===== src/rmac_pkg.sv =====
// Package: constants and types for receive-mode and ranging-address control
`default_nettype none
package rmac_pkg;
  // ---------------------------------------------------------------
  // Register offsets
  // ---------------------------------------------------------------
  localparam logic [11:0] MREQ_B3_OFS = 12'h912;
  localparam logic [11:0] MREQ_B2_OFS = 12'h913;
  localparam logic [11:0] MREQ_B1_OFS = 12'h914;
  localparam logic [11:0] MREQ_B0_OFS = 12'h915;
  localparam logic [11:0] SRSP_B3_OFS = 12'h916;
  localparam logic [11:0] SRSP_B2_OFS = 12'h917;
  localparam logic [11:0] SRSP_B1_OFS = 12'h918;
  localparam logic [11:0] SRSP_B0_OFS = 12'h919;
  localparam logic [11:0] CMPW_OFS    = 12'h931;
  localparam logic [11:0] SYNC_HI_OFS = 12'h944;
  localparam logic [11:0] SYNC_LO_OFS = 12'h945;
  localparam logic [11:0] FERR_H_OFS  = 12'h954;
  localparam logic [11:0] FERR_M_OFS  = 12'h955;
  localparam logic [11:0] FERR_L_OFS  = 12'h956;
  // ---------------------------------------------------------------
  // Field positions and special values
  // ---------------------------------------------------------------
  localparam int          CMPW_MSB     = 7;
  localparam int          CMPW_LSB     = 6;
  localparam logic [15:0] TMO_SINGLE   = 16'h0000;
  localparam logic [15:0] TMO_CONT     = 16'hffff;
  localparam int          NFLAGS       = 7;
  // Flag bit positions
  localparam int          FLG_RECEIVE_COMPLETE_FLAG   = 0;
  localparam int          FLG_PREAMBLE = 1;
  localparam int          FLG_SYNC     = 2;
  localparam int          FLG_HDR_OK   = 3;
  localparam int          FLG_HDR_BAD  = 4;
  localparam int          FLG_CRC      = 5;
  localparam int          FLG_TIMEOUT  = 6;
  // Timeout step: one step per this many clocks (1 us at 125 MHz)
  localparam int          CLK_MHZ      = 125;
  localparam int          STEP_NS      = 1000;
  localparam int          STEP_CYC     = (STEP_NS * CLK_MHZ) / 1000;
  // ---------------------------------------------------------------
  // Types
  // ---------------------------------------------------------------
  typedef enum logic [2:0] {
    ST_STBY = 3'b001,
    ST_RX   = 3'b010,
    ST_PKT  = 3'b100
  } rmac_state_e;
  // Receiver events from the modem
  typedef struct packed {
    logic        preamble;
    logic        sync;
    logic        hdr_ok;
    logic        hdr_bad;
    logic        pkt_start;
    logic        pkt_end;
    logic        crc_bad;
    logic [7:0]  length;
    logic [7:0]  start_ofs;
    logic [7:0]  snr_x4;
    logic [19:0] freq_err;
    logic [31:0] req_addr;
    logic        req_valid;
  } rmac_rxev_s;
  // Register access
  typedef struct packed {
    logic        wr;
    logic        rd;
    logic [11:0] addr;
    logic [7:0]  wdata;
  } rmac_reg_s;
endpackage
`default_nettype wire


===== src/rmac_addr_cmp.sv =====
// Ranging request address comparator with selectable width
`timescale 1ns/1ps
`default_nettype none
module rmac_addr_cmp (
  // Operands
  input  wire logic [31:0] own_addr,
  input  wire logic [31:0] req_addr,
  input  wire logic [1:0]  width_code,
  // Result
  output logic             match
);
  logic [31:0] mask;
  assign mask  = {{8{width_code == 2'h3}}, {8{width_code >= 2'h2}},
                  {8{width_code >= 2'h1}}, 8'hff};
  assign match = ((own_addr ^ req_addr) & mask) == 32'h0000_0000;
endmodule
`default_nettype wire


===== src/rmac_top.sv =====
// Receive-mode sequencing, receive flags, status readout and ranging address match
`timescale 1ns/1ps
`default_nettype none
module rmac_top #(
  parameter int STEP_CYCLES = rmac_pkg::STEP_CYC
) (
  // Clock and reset
  input  wire logic               CLK_SYS,
  input  wire logic               RST,
  // Host commands
  input  wire logic               ENTER_RX,
  input  wire logic [15:0]        TIMEOUT_COUNT,
  input  wire logic               GO_STANDBY,
  input  wire logic               CLEAR_FLAGS,
  input  wire logic [6:0]         CLEAR_MASK,
  input  wire logic               ROUTE_WR,
  input  wire logic [6:0]         ROUTE_DIO1,
  input  wire logic [6:0]         ROUTE_DIO2,
  input  wire logic [6:0]         ROUTE_DIO3,
  input  wire logic               IQ_INVERTED,
  input  wire logic               CARRIER_WR,
  input  wire logic [23:0]        CARRIER_STEPS,
  // Register access
  input  wire rmac_pkg::rmac_reg_s REG_REQ,
  output logic [7:0]              REG_RDATA,
  output logic                    REG_RVALID,
  // Modem events
  input  wire rmac_pkg::rmac_rxev_s RX_EV,
  // State and flags
  output logic                    RX_ACTIVE,
  output logic [6:0]              FLAGS,
  output logic                    DIO1,
  output logic                    DIO2,
  output logic                    DIO3,
  // Status readout
  output logic [7:0]              PKT_SNR,
  output logic [7:0]              RX_LENGTH,
  output logic [7:0]              RX_START_OFS,
  output logic [23:0]             CARRIER_Q,
  output logic [31:0]             MASTER_ADDR,
  output logic                    RESPOND,
  output logic                    DISCARD
);
  // ---------------------------------------------------------------
  // State and storage
  // ---------------------------------------------------------------
  rmac_pkg::rmac_state_e state_q, state_d;
  logic [15:0] tmo_q;
  logic        cont_q;
  logic        timed_q;
  logic [15:0] steps_q;
  logic [$clog2(STEP_CYCLES+1)-1:0] div_q;
  logic [6:0]  flags_q;
  logic [6:0]  r1_q, r2_q, r3_q;
  logic [7:0]  mreq_q [4];
  logic [7:0]  srsp_q [4];
  logic [7:0]  cmpw_q;
  logic [7:0]  sync_hi_q, sync_lo_q;
  logic [19:0] ferr_q;
  logic [7:0]  rdata_q;
  logic        rvalid_q;
  logic [7:0]  snr_q, len_q, ofs_q;
  logic [23:0] carrier_q;
  logic        respond_q, discard_q;
  logic        rx_active_q;
  // ---------------------------------------------------------------
  // Timer decode
  // ---------------------------------------------------------------
  wire step_tick = (div_q == ($bits(div_q))'(STEP_CYCLES - 1));
  // Expiry on the last step; the counter is held clear outside search
  wire tmo_expire = (state_q == rmac_pkg::ST_RX) && timed_q && step_tick &&
                    (steps_q == tmo_q - 16'h0001);
  wire in_rx = (state_q != rmac_pkg::ST_STBY);
  wire pkt_end = in_rx && RX_EV.pkt_end;
  // ---------------------------------------------------------------
  // Mode sequencer
  // ---------------------------------------------------------------
  always_comb begin
    state_d = state_q;
    unique case (state_q)
      rmac_pkg::ST_STBY: begin
        if (ENTER_RX) state_d = rmac_pkg::ST_RX;
      end
      rmac_pkg::ST_RX: begin
        if (GO_STANDBY) state_d = rmac_pkg::ST_STBY;
        else if (RX_EV.pkt_start) state_d = rmac_pkg::ST_PKT;
        else if (RX_EV.pkt_end && !cont_q) state_d = rmac_pkg::ST_STBY;
        else if (tmo_expire) state_d = rmac_pkg::ST_STBY;
      end
      rmac_pkg::ST_PKT: begin
        if (GO_STANDBY) state_d = rmac_pkg::ST_STBY;
        else if (RX_EV.pkt_end) begin
          if (cont_q) state_d = rmac_pkg::ST_RX;
          else state_d = rmac_pkg::ST_STBY;
        end
      end
      default: state_d = rmac_pkg::ST_STBY;
    endcase
  end

  always_ff @(posedge CLK_SYS or posedge RST) begin
    if (RST) state_q <= rmac_pkg::ST_STBY;
    else state_q <= state_d;
  end

  // Receive indication taken from the next state, same timing as the state
  always_ff @(posedge CLK_SYS or posedge RST) begin
    if (RST) rx_active_q <= 1'b0;
    else rx_active_q <= (state_d != rmac_pkg::ST_STBY);
  end

  always_ff @(posedge CLK_SYS or posedge RST) begin
    if (RST) begin
      tmo_q   <= 16'h0000;
      cont_q  <= 1'b0;
      timed_q <= 1'b0;
    end else if (ENTER_RX && state_q == rmac_pkg::ST_STBY) begin
      tmo_q   <= TIMEOUT_COUNT;
      cont_q  <= (TIMEOUT_COUNT == rmac_pkg::TMO_CONT);
      timed_q <= (TIMEOUT_COUNT != rmac_pkg::TMO_SINGLE) &&
                 (TIMEOUT_COUNT != rmac_pkg::TMO_CONT);
    end
  end

  // ---------------------------------------------------------------
  // Step timer, run only while searching
  // ---------------------------------------------------------------
  always_ff @(posedge CLK_SYS or posedge RST) begin
    if (RST) begin
      div_q   <= '0;
      steps_q <= 16'h0000;
    end else if (state_q != rmac_pkg::ST_RX || !timed_q) begin
      div_q   <= '0;
      steps_q <= 16'h0000;
    end else if (step_tick) begin
      div_q   <= '0;
      steps_q <= steps_q + 16'h0001;
    end else begin
      div_q   <= div_q + 1'b1;
    end
  end

  // ---------------------------------------------------------------
  // Flags: set wins over clear
  // ---------------------------------------------------------------
  logic [6:0] set_v;
  always_comb begin
    set_v = 7'h00;
    set_v[rmac_pkg::FLG_RECEIVE_COMPLETE_FLAG]   = pkt_end;
    set_v[rmac_pkg::FLG_PREAMBLE] = in_rx && RX_EV.preamble;
    set_v[rmac_pkg::FLG_SYNC]     = in_rx && RX_EV.sync;
    set_v[rmac_pkg::FLG_HDR_OK]   = in_rx && RX_EV.hdr_ok;
    set_v[rmac_pkg::FLG_HDR_BAD]  = in_rx && RX_EV.hdr_bad;
    set_v[rmac_pkg::FLG_CRC]      = pkt_end && RX_EV.crc_bad;
    set_v[rmac_pkg::FLG_TIMEOUT]  = tmo_expire && !RX_EV.pkt_start && !RX_EV.pkt_end;
  end

  // A flag set in the same cycle as its clear stays set
  wire [6:0] clr_v = CLEAR_FLAGS ? CLEAR_MASK : 7'h00;
  wire [6:0] flags_d = set_v | (flags_q & ~clr_v);

  always_ff @(posedge CLK_SYS or posedge RST) begin
    if (RST) flags_q <= 7'h00;
    else flags_q <= flags_d;
  end

  // ---------------------------------------------------------------
  // Flag routing to pins
  // ---------------------------------------------------------------
  always_ff @(posedge CLK_SYS or posedge RST) begin
    if (RST) begin
      r1_q <= 7'h00;
      r2_q <= 7'h00;
      r3_q <= 7'h00;
    end else if (ROUTE_WR) begin
      r1_q <= ROUTE_DIO1;
      r2_q <= ROUTE_DIO2;
      r3_q <= ROUTE_DIO3;
    end
  end

  // Pins follow next flag value so they drop with the clear
  always_ff @(posedge CLK_SYS or posedge RST) begin
    if (RST) begin
      DIO1 <= 1'b0;
      DIO2 <= 1'b0;
      DIO3 <= 1'b0;
    end else begin
      DIO1 <= |(flags_d & r1_q);
      DIO2 <= |(flags_d & r2_q);
      DIO3 <= |(flags_d & r3_q);
    end
  end

  // ---------------------------------------------------------------
  // Packet status capture
  // ---------------------------------------------------------------
  always_ff @(posedge CLK_SYS or posedge RST) begin
    if (RST) begin
      snr_q  <= 8'h00;
      len_q  <= 8'h00;
      ofs_q  <= 8'h00;
      ferr_q <= 20'h00000;
    end else if (pkt_end) begin
      snr_q  <= RX_EV.snr_x4;
      len_q  <= RX_EV.length;
      ofs_q  <= RX_EV.start_ofs;
      ferr_q <= IQ_INVERTED ? 20'h00000 - RX_EV.freq_err : RX_EV.freq_err;
    end
  end

  // ---------------------------------------------------------------
  // Carrier setting
  // ---------------------------------------------------------------
  always_ff @(posedge CLK_SYS or posedge RST) begin
    if (RST) carrier_q <= 24'h000000;
    else if (CARRIER_WR) carrier_q <= CARRIER_STEPS;
  end

  // ---------------------------------------------------------------
  // Register file
  // ---------------------------------------------------------------
  wire wr = REG_REQ.wr;
  wire [11:0] a = REG_REQ.addr;
  wire [7:0]  wd = REG_REQ.wdata;

  wire hit_cmpw    = (a == rmac_pkg::CMPW_OFS);
  wire hit_sync_hi = (a == rmac_pkg::SYNC_HI_OFS);
  wire hit_sync_lo = (a == rmac_pkg::SYNC_LO_OFS);
  wire hit_ferr_h  = (a == rmac_pkg::FERR_H_OFS);
  wire hit_ferr_m  = (a == rmac_pkg::FERR_M_OFS);
  wire hit_ferr_l  = (a == rmac_pkg::FERR_L_OFS);

  always_ff @(posedge CLK_SYS or posedge RST) begin
    if (RST) begin
      for (int i = 0; i < 4; i++) begin
        mreq_q[i] <= 8'h00;
        srsp_q[i] <= 8'h00;
      end
      cmpw_q    <= 8'h00;
      sync_hi_q <= 8'h00;
      sync_lo_q <= 8'h00;
    end else if (wr) begin
      for (int i = 0; i < 4; i++) begin
        if (a == rmac_pkg::MREQ_B3_OFS + 12'(i)) mreq_q[i] <= wd;
        if (a == rmac_pkg::SRSP_B3_OFS + 12'(i)) srsp_q[i] <= wd;
      end
      if (hit_cmpw) cmpw_q <= wd;
      if (hit_sync_hi) sync_hi_q <= {wd[7:4], sync_hi_q[3:0]};
      if (hit_sync_lo) sync_lo_q <= {wd[7:4], sync_lo_q[3:0]};
    end
  end

  // ---------------------------------------------------------------
  // Register read
  // ---------------------------------------------------------------
  logic [7:0] rd_mux;
  always_comb begin
    rd_mux = 8'h00;
    for (int i = 0; i < 4; i++) begin
      if (a == rmac_pkg::MREQ_B3_OFS + 12'(i)) rd_mux = mreq_q[i];
      if (a == rmac_pkg::SRSP_B3_OFS + 12'(i)) rd_mux = srsp_q[i];
    end
    if (hit_cmpw) rd_mux = cmpw_q;
    if (hit_sync_hi) rd_mux = sync_hi_q;
    if (hit_sync_lo) rd_mux = sync_lo_q;
    if (hit_ferr_h) rd_mux = {{4{ferr_q[19]}}, ferr_q[19:16]};
    if (hit_ferr_m) rd_mux = ferr_q[15:8];
    if (hit_ferr_l) rd_mux = ferr_q[7:0];
  end

  always_ff @(posedge CLK_SYS or posedge RST) begin
    if (RST) begin
      rdata_q  <= 8'h00;
      rvalid_q <= 1'b0;
    end else begin
      rdata_q  <= REG_REQ.rd ? rd_mux : rdata_q;
      rvalid_q <= REG_REQ.rd;
    end
  end

  // ---------------------------------------------------------------
  // Ranging request address check
  // ---------------------------------------------------------------
  logic addr_match;
  rmac_addr_cmp u_cmp (
    .own_addr   ({srsp_q[0], srsp_q[1], srsp_q[2], srsp_q[3]}),
    .req_addr   (RX_EV.req_addr),
    .width_code (cmpw_q[rmac_pkg::CMPW_MSB:rmac_pkg::CMPW_LSB]),
    .match      (addr_match)
  );

  always_ff @(posedge CLK_SYS or posedge RST) begin
    if (RST) begin
      respond_q <= 1'b0;
      discard_q <= 1'b0;
    end else begin
      respond_q <= in_rx && RX_EV.req_valid && addr_match;
      discard_q <= in_rx && RX_EV.req_valid && !addr_match;
    end
  end

  // ---------------------------------------------------------------
  // Outputs
  // ---------------------------------------------------------------
  assign RX_ACTIVE    = rx_active_q;
  assign FLAGS        = flags_q;
  assign PKT_SNR      = snr_q;
  assign RX_LENGTH    = len_q;
  assign RX_START_OFS = ofs_q;
  assign CARRIER_Q    = carrier_q;
  assign MASTER_ADDR  = {mreq_q[0], mreq_q[1], mreq_q[2], mreq_q[3]};
  assign REG_RDATA    = rdata_q;
  assign REG_RVALID   = rvalid_q;
  assign RESPOND      = respond_q;
  assign DISCARD      = discard_q;
endmodule
`default_nettype wire


===== config.mk =====
export PLATFORM = sky130hd
export DESIGN_NAME = rmac_top
export DESIGN_NICKNAME = d
export VERILOG_FILES = /design/src/rmac_pkg.sv /design/src/rmac_addr_cmp.sv /design/src/rmac_top.sv
export SDC_FILE = /design/constraint.sdc
export NUM_CORES = 1
export LEC_CHECK = 0
export ABC_AREA = 1
export ABC_CLOCK_PERIOD_IN_PS = 8200
export BUFFER_PORTS_ARGS = -buffer_cell sky130_fd_sc_hd__clkbuf_2
export CAP_MARGIN = 20
export CORE_ASPECT_RATIO = 0.5
export CORE_UTILIZATION = 28
export DETAILED_ROUTE_END_ITERATION = 8
export SYNTH_ARGS = -nofsm -noshare
export SYNTH_HDL_FRONTEND = slang
export SYNTH_SLANG_ARGS = --single-unit

===== constraint.sdc =====
create_clock -name CLK_SYS -period 8.2 [get_ports CLK_SYS]
set_clock_uncertainty 0.15 [all_clocks]
set_input_delay 0 -clock CLK_SYS [delete_from_list [all_inputs] [get_ports CLK_SYS]]
set_output_delay 0 -clock CLK_SYS [all_outputs]
set_load 0.02 [all_outputs]

==> flow_summary.toml <==
[status]
status = "finished with violations"
violations = "DRC"

[die]
design.die.area_mm2 = 0.0418
core_mm2 = 0.0396
fp.dieW_um = 288
row_count = 51
die_h_um = 145
io_pins = 284
start_util = 0.289

[timing]
relSlewSlack = 0.329
fin_tns_setup_ns = 0
period_share = 0.432
fin_crit_ns = 3.54
worst_slack_ns = 4.66
rsz0062_at_grt = "no"
slew_viol_final = 0
worst_pin_slew_ns = 0.999
hold_slack_ns = 0.0267
hold_violations = 0
setup_violations = 0
max_freq_mhz = 282

[routing]
postRouteAntennaNets = 0
dr.pass1.iters = 7
via_count = 10700
postRouteWirelength_um = 37500
wl_per_cell_um = 15.9
via_per_inst = 4.54
drtIter0Drc = 637
drc = 2

[grt]
grtUsageTotal = 0.180
grt_first_pass_wirelength_um = 59500
grt_max_degree = 101
grt_pass1_vias = 10800
grt_overflow_total = 0
antenna_found_initial = 4

[cts]
cts_max_path_buffers = 3
clockRootBuffer = "clkbuf_16"
clock-sinks = 235
postCtsSetupBuffers = 0
htree_levels = 1
cts_resized = 0
clkLatencyLatePin_ns = 0.53
numCtsBuffers = 25
cts_tree = "yes"
cts.clk_slew.worst_paths_ns = 0.07
postCtsHoldBufs = 179

[critical_path]
end_kind = "flop"
critPathKind = "flop to flop"
cp.arrival_ns = 3.81
crit_fanout = 64
crit_required_ns = 8.46
startpoint_type = "flop"

[power_and_ir_drop]
p_per_area_mw_per_mm2 = 210
irDropWorstVdd_mv = 0.142
leakagePower_nw = 7.73
p_total_mw = 3.38

[synthesis]
ys_warn_count = 0
synth_cells = 1351
ys_seq_elements = 235
synth_area_per_cell_um2 = 8.49
synthArstFlopShare = 1.00
syn-num-nets = 1538
synth.cell_area_mm2 = 0.0115
synth_seq_area_share = 0.513
yosys_most_used_dff = "dfrtp_1"
synth.distinct_cells = 51
synth_edf_count = 0

[run]
maxCapViolations = 0

[placement]
pre_cts_ws_ns = 5.21
portBuffers = 283
dp.cells = 2132
dp_hpwl_um = 26800
gp_congestion = 0.940

[finish]
final_cell_mix = "416 x nand2_1, 283 x clkbuf_2, 234 x dfrtp_1, 179 x dlygate4sd3_1, 136 x o21ai_0"
final_common_cell = "nand2_1"
drive_above_1_share = 0.230
fill_cells = 3902
final_nets = 1995
syn_to_final_growth_pct = 40.2
layout.cells.non_filler = 2359

[worst_hold_path]
hp-class = "primary input to asynchronous set/reset pin"
## routing by layer
metal  GRT usage  up-vias  wire (um)
met5           0        -          0
met4      0.0746        0       1550
met3      0.0220       86       1460
met2       0.321      260      19300
met1       0.218     5073      15200
li1            -     5289          -
## power breakdown
part           total, mW  switching [mW]  internal, mW
Sequential          1.45           0.126          1.33
Clock               1.16           0.472         0.685
Combinational      0.767           0.445         0.322
## flip-flops by register name (all words and copies together) (netlist names), 8 cells and up
register	count
steps_q	16
REG_RDATA	8
tmo_q	16
PKT_SNR	8
RX_LENGTH	8
srsp_q	32
cmpw_q	8
CARRIER_Q	24
MASTER_ADDR	32
ferr_q	20
RX_START_OFS	8
## cell type report
class	instances	area [um2]	share of cell area
flip-flops and latches	235	5880	0.366
multi-input cells	951	4960	0.309
repair buffers	465	3230	0.201
clock buffers	38	744	0.0463
well taps	530	663	0.0413
inverters	130	497	0.0309
clock inverters	6	80.1	0.00498
diodes	4	10.0	0.000623
## path summary, 6_finish.rpt
check	from	end	slack [ns]	cells past startpoint
min in group CLK_SYS	ROUTE_WR	r3_q[6]$_DFFE_PP0P_	0.03	2
max in group asynchronous	RST	REG_RDATA[5]$_DFFE_PP0P_	6.50	4
setup reg to reg	state_q[0]$_DFF_PP1_	ferr_q[1]$_DFFE_PP0P_	4.66	9
setup / recovery	state_q[0]$_DFF_PP1_	ferr_q[1]$_DFFE_PP0P_	4.66	9
hold / removal	RST	cont_q$_DFFE_PP0P_	0.03	3
hold reg to reg	RX_START_OFS[4]$_DFFE_PP0P_	RX_START_OFS[4]$_DFFE_PP0P_	0.33	2
## per-stage QoR
stage	instance area, um2	util
after floorplan	11500	-
after global placement	13400	0.339
after detailed placement	13400	0.339
after CTS	16100	0.405
after global routing	16100	0.406
final	16100	0.406
## critical path: stages, from the launching register on
cell and delay (ns):
dfstp_2 0.53, inv_1 0.05, nor3_1 0.20, inv_1 0.18
nand2_2 0.09, buf_4 0.50, clkinv_1 0.80, nor2_1 0.27
a31oi_1 0.06, dlygate4sd3_1 0.59
## cell families after synthesis
logic type	synth area share
simple gates	0.253
flops	0.513
compound gates	0.0802
buf+inv	0.0543
xor+xnor	0.0542
mux	0.0403
fa+ha+maj	0.00546
## Yosys cell counts, types with 2 or more instances
master / count / share of area
mux2_2: 41 / 0.040
inv_2: 11 / 0.0036
a31oi_1: 3 / 0.0016
or2_2: 6 / 0.0033
o21a_1: 3 / 0.0020
a21oi_1: 15 / 0.0065
buf_2: 2 / 0.00087
o21ai_0: 136 / 0.059
nor4_1: 11 / 0.0060
o21ai_1: 3 / 0.0013
inv_1: 115 / 0.038
nor3_1: 22 / 0.0096
xor2_1: 51 / 0.039
ha_1: 5 / 0.0055
nor2_2: 11 / 0.0060
a221oi_1: 2 / 0.0015
nand4_1: 42 / 0.023
nand3_2: 2 / 0.0017
xnor2_1: 20 / 0.015
nor2_1: 96 / 0.031
nand3_1: 23 / 0.010
dfrtp_1: 234 / 0.51
a2111oi_0: 2 / 0.0015
clkinv_1: 3 / 0.00098
or2_0: 2 / 0.0011
nand3b_1: 2 / 0.0013
o31ai_1: 2 / 0.0013
nor3_4: 2 / 0.0028
nand2_2: 5 / 0.0027
nand2_1: 417 / 0.14
clkbuf_1: 32 / 0.010
nor2_4: 3 / 0.0029
and3_1: 3 / 0.0016
nor3_2: 7 / 0.0061
(Power assumes the default switching activity.)
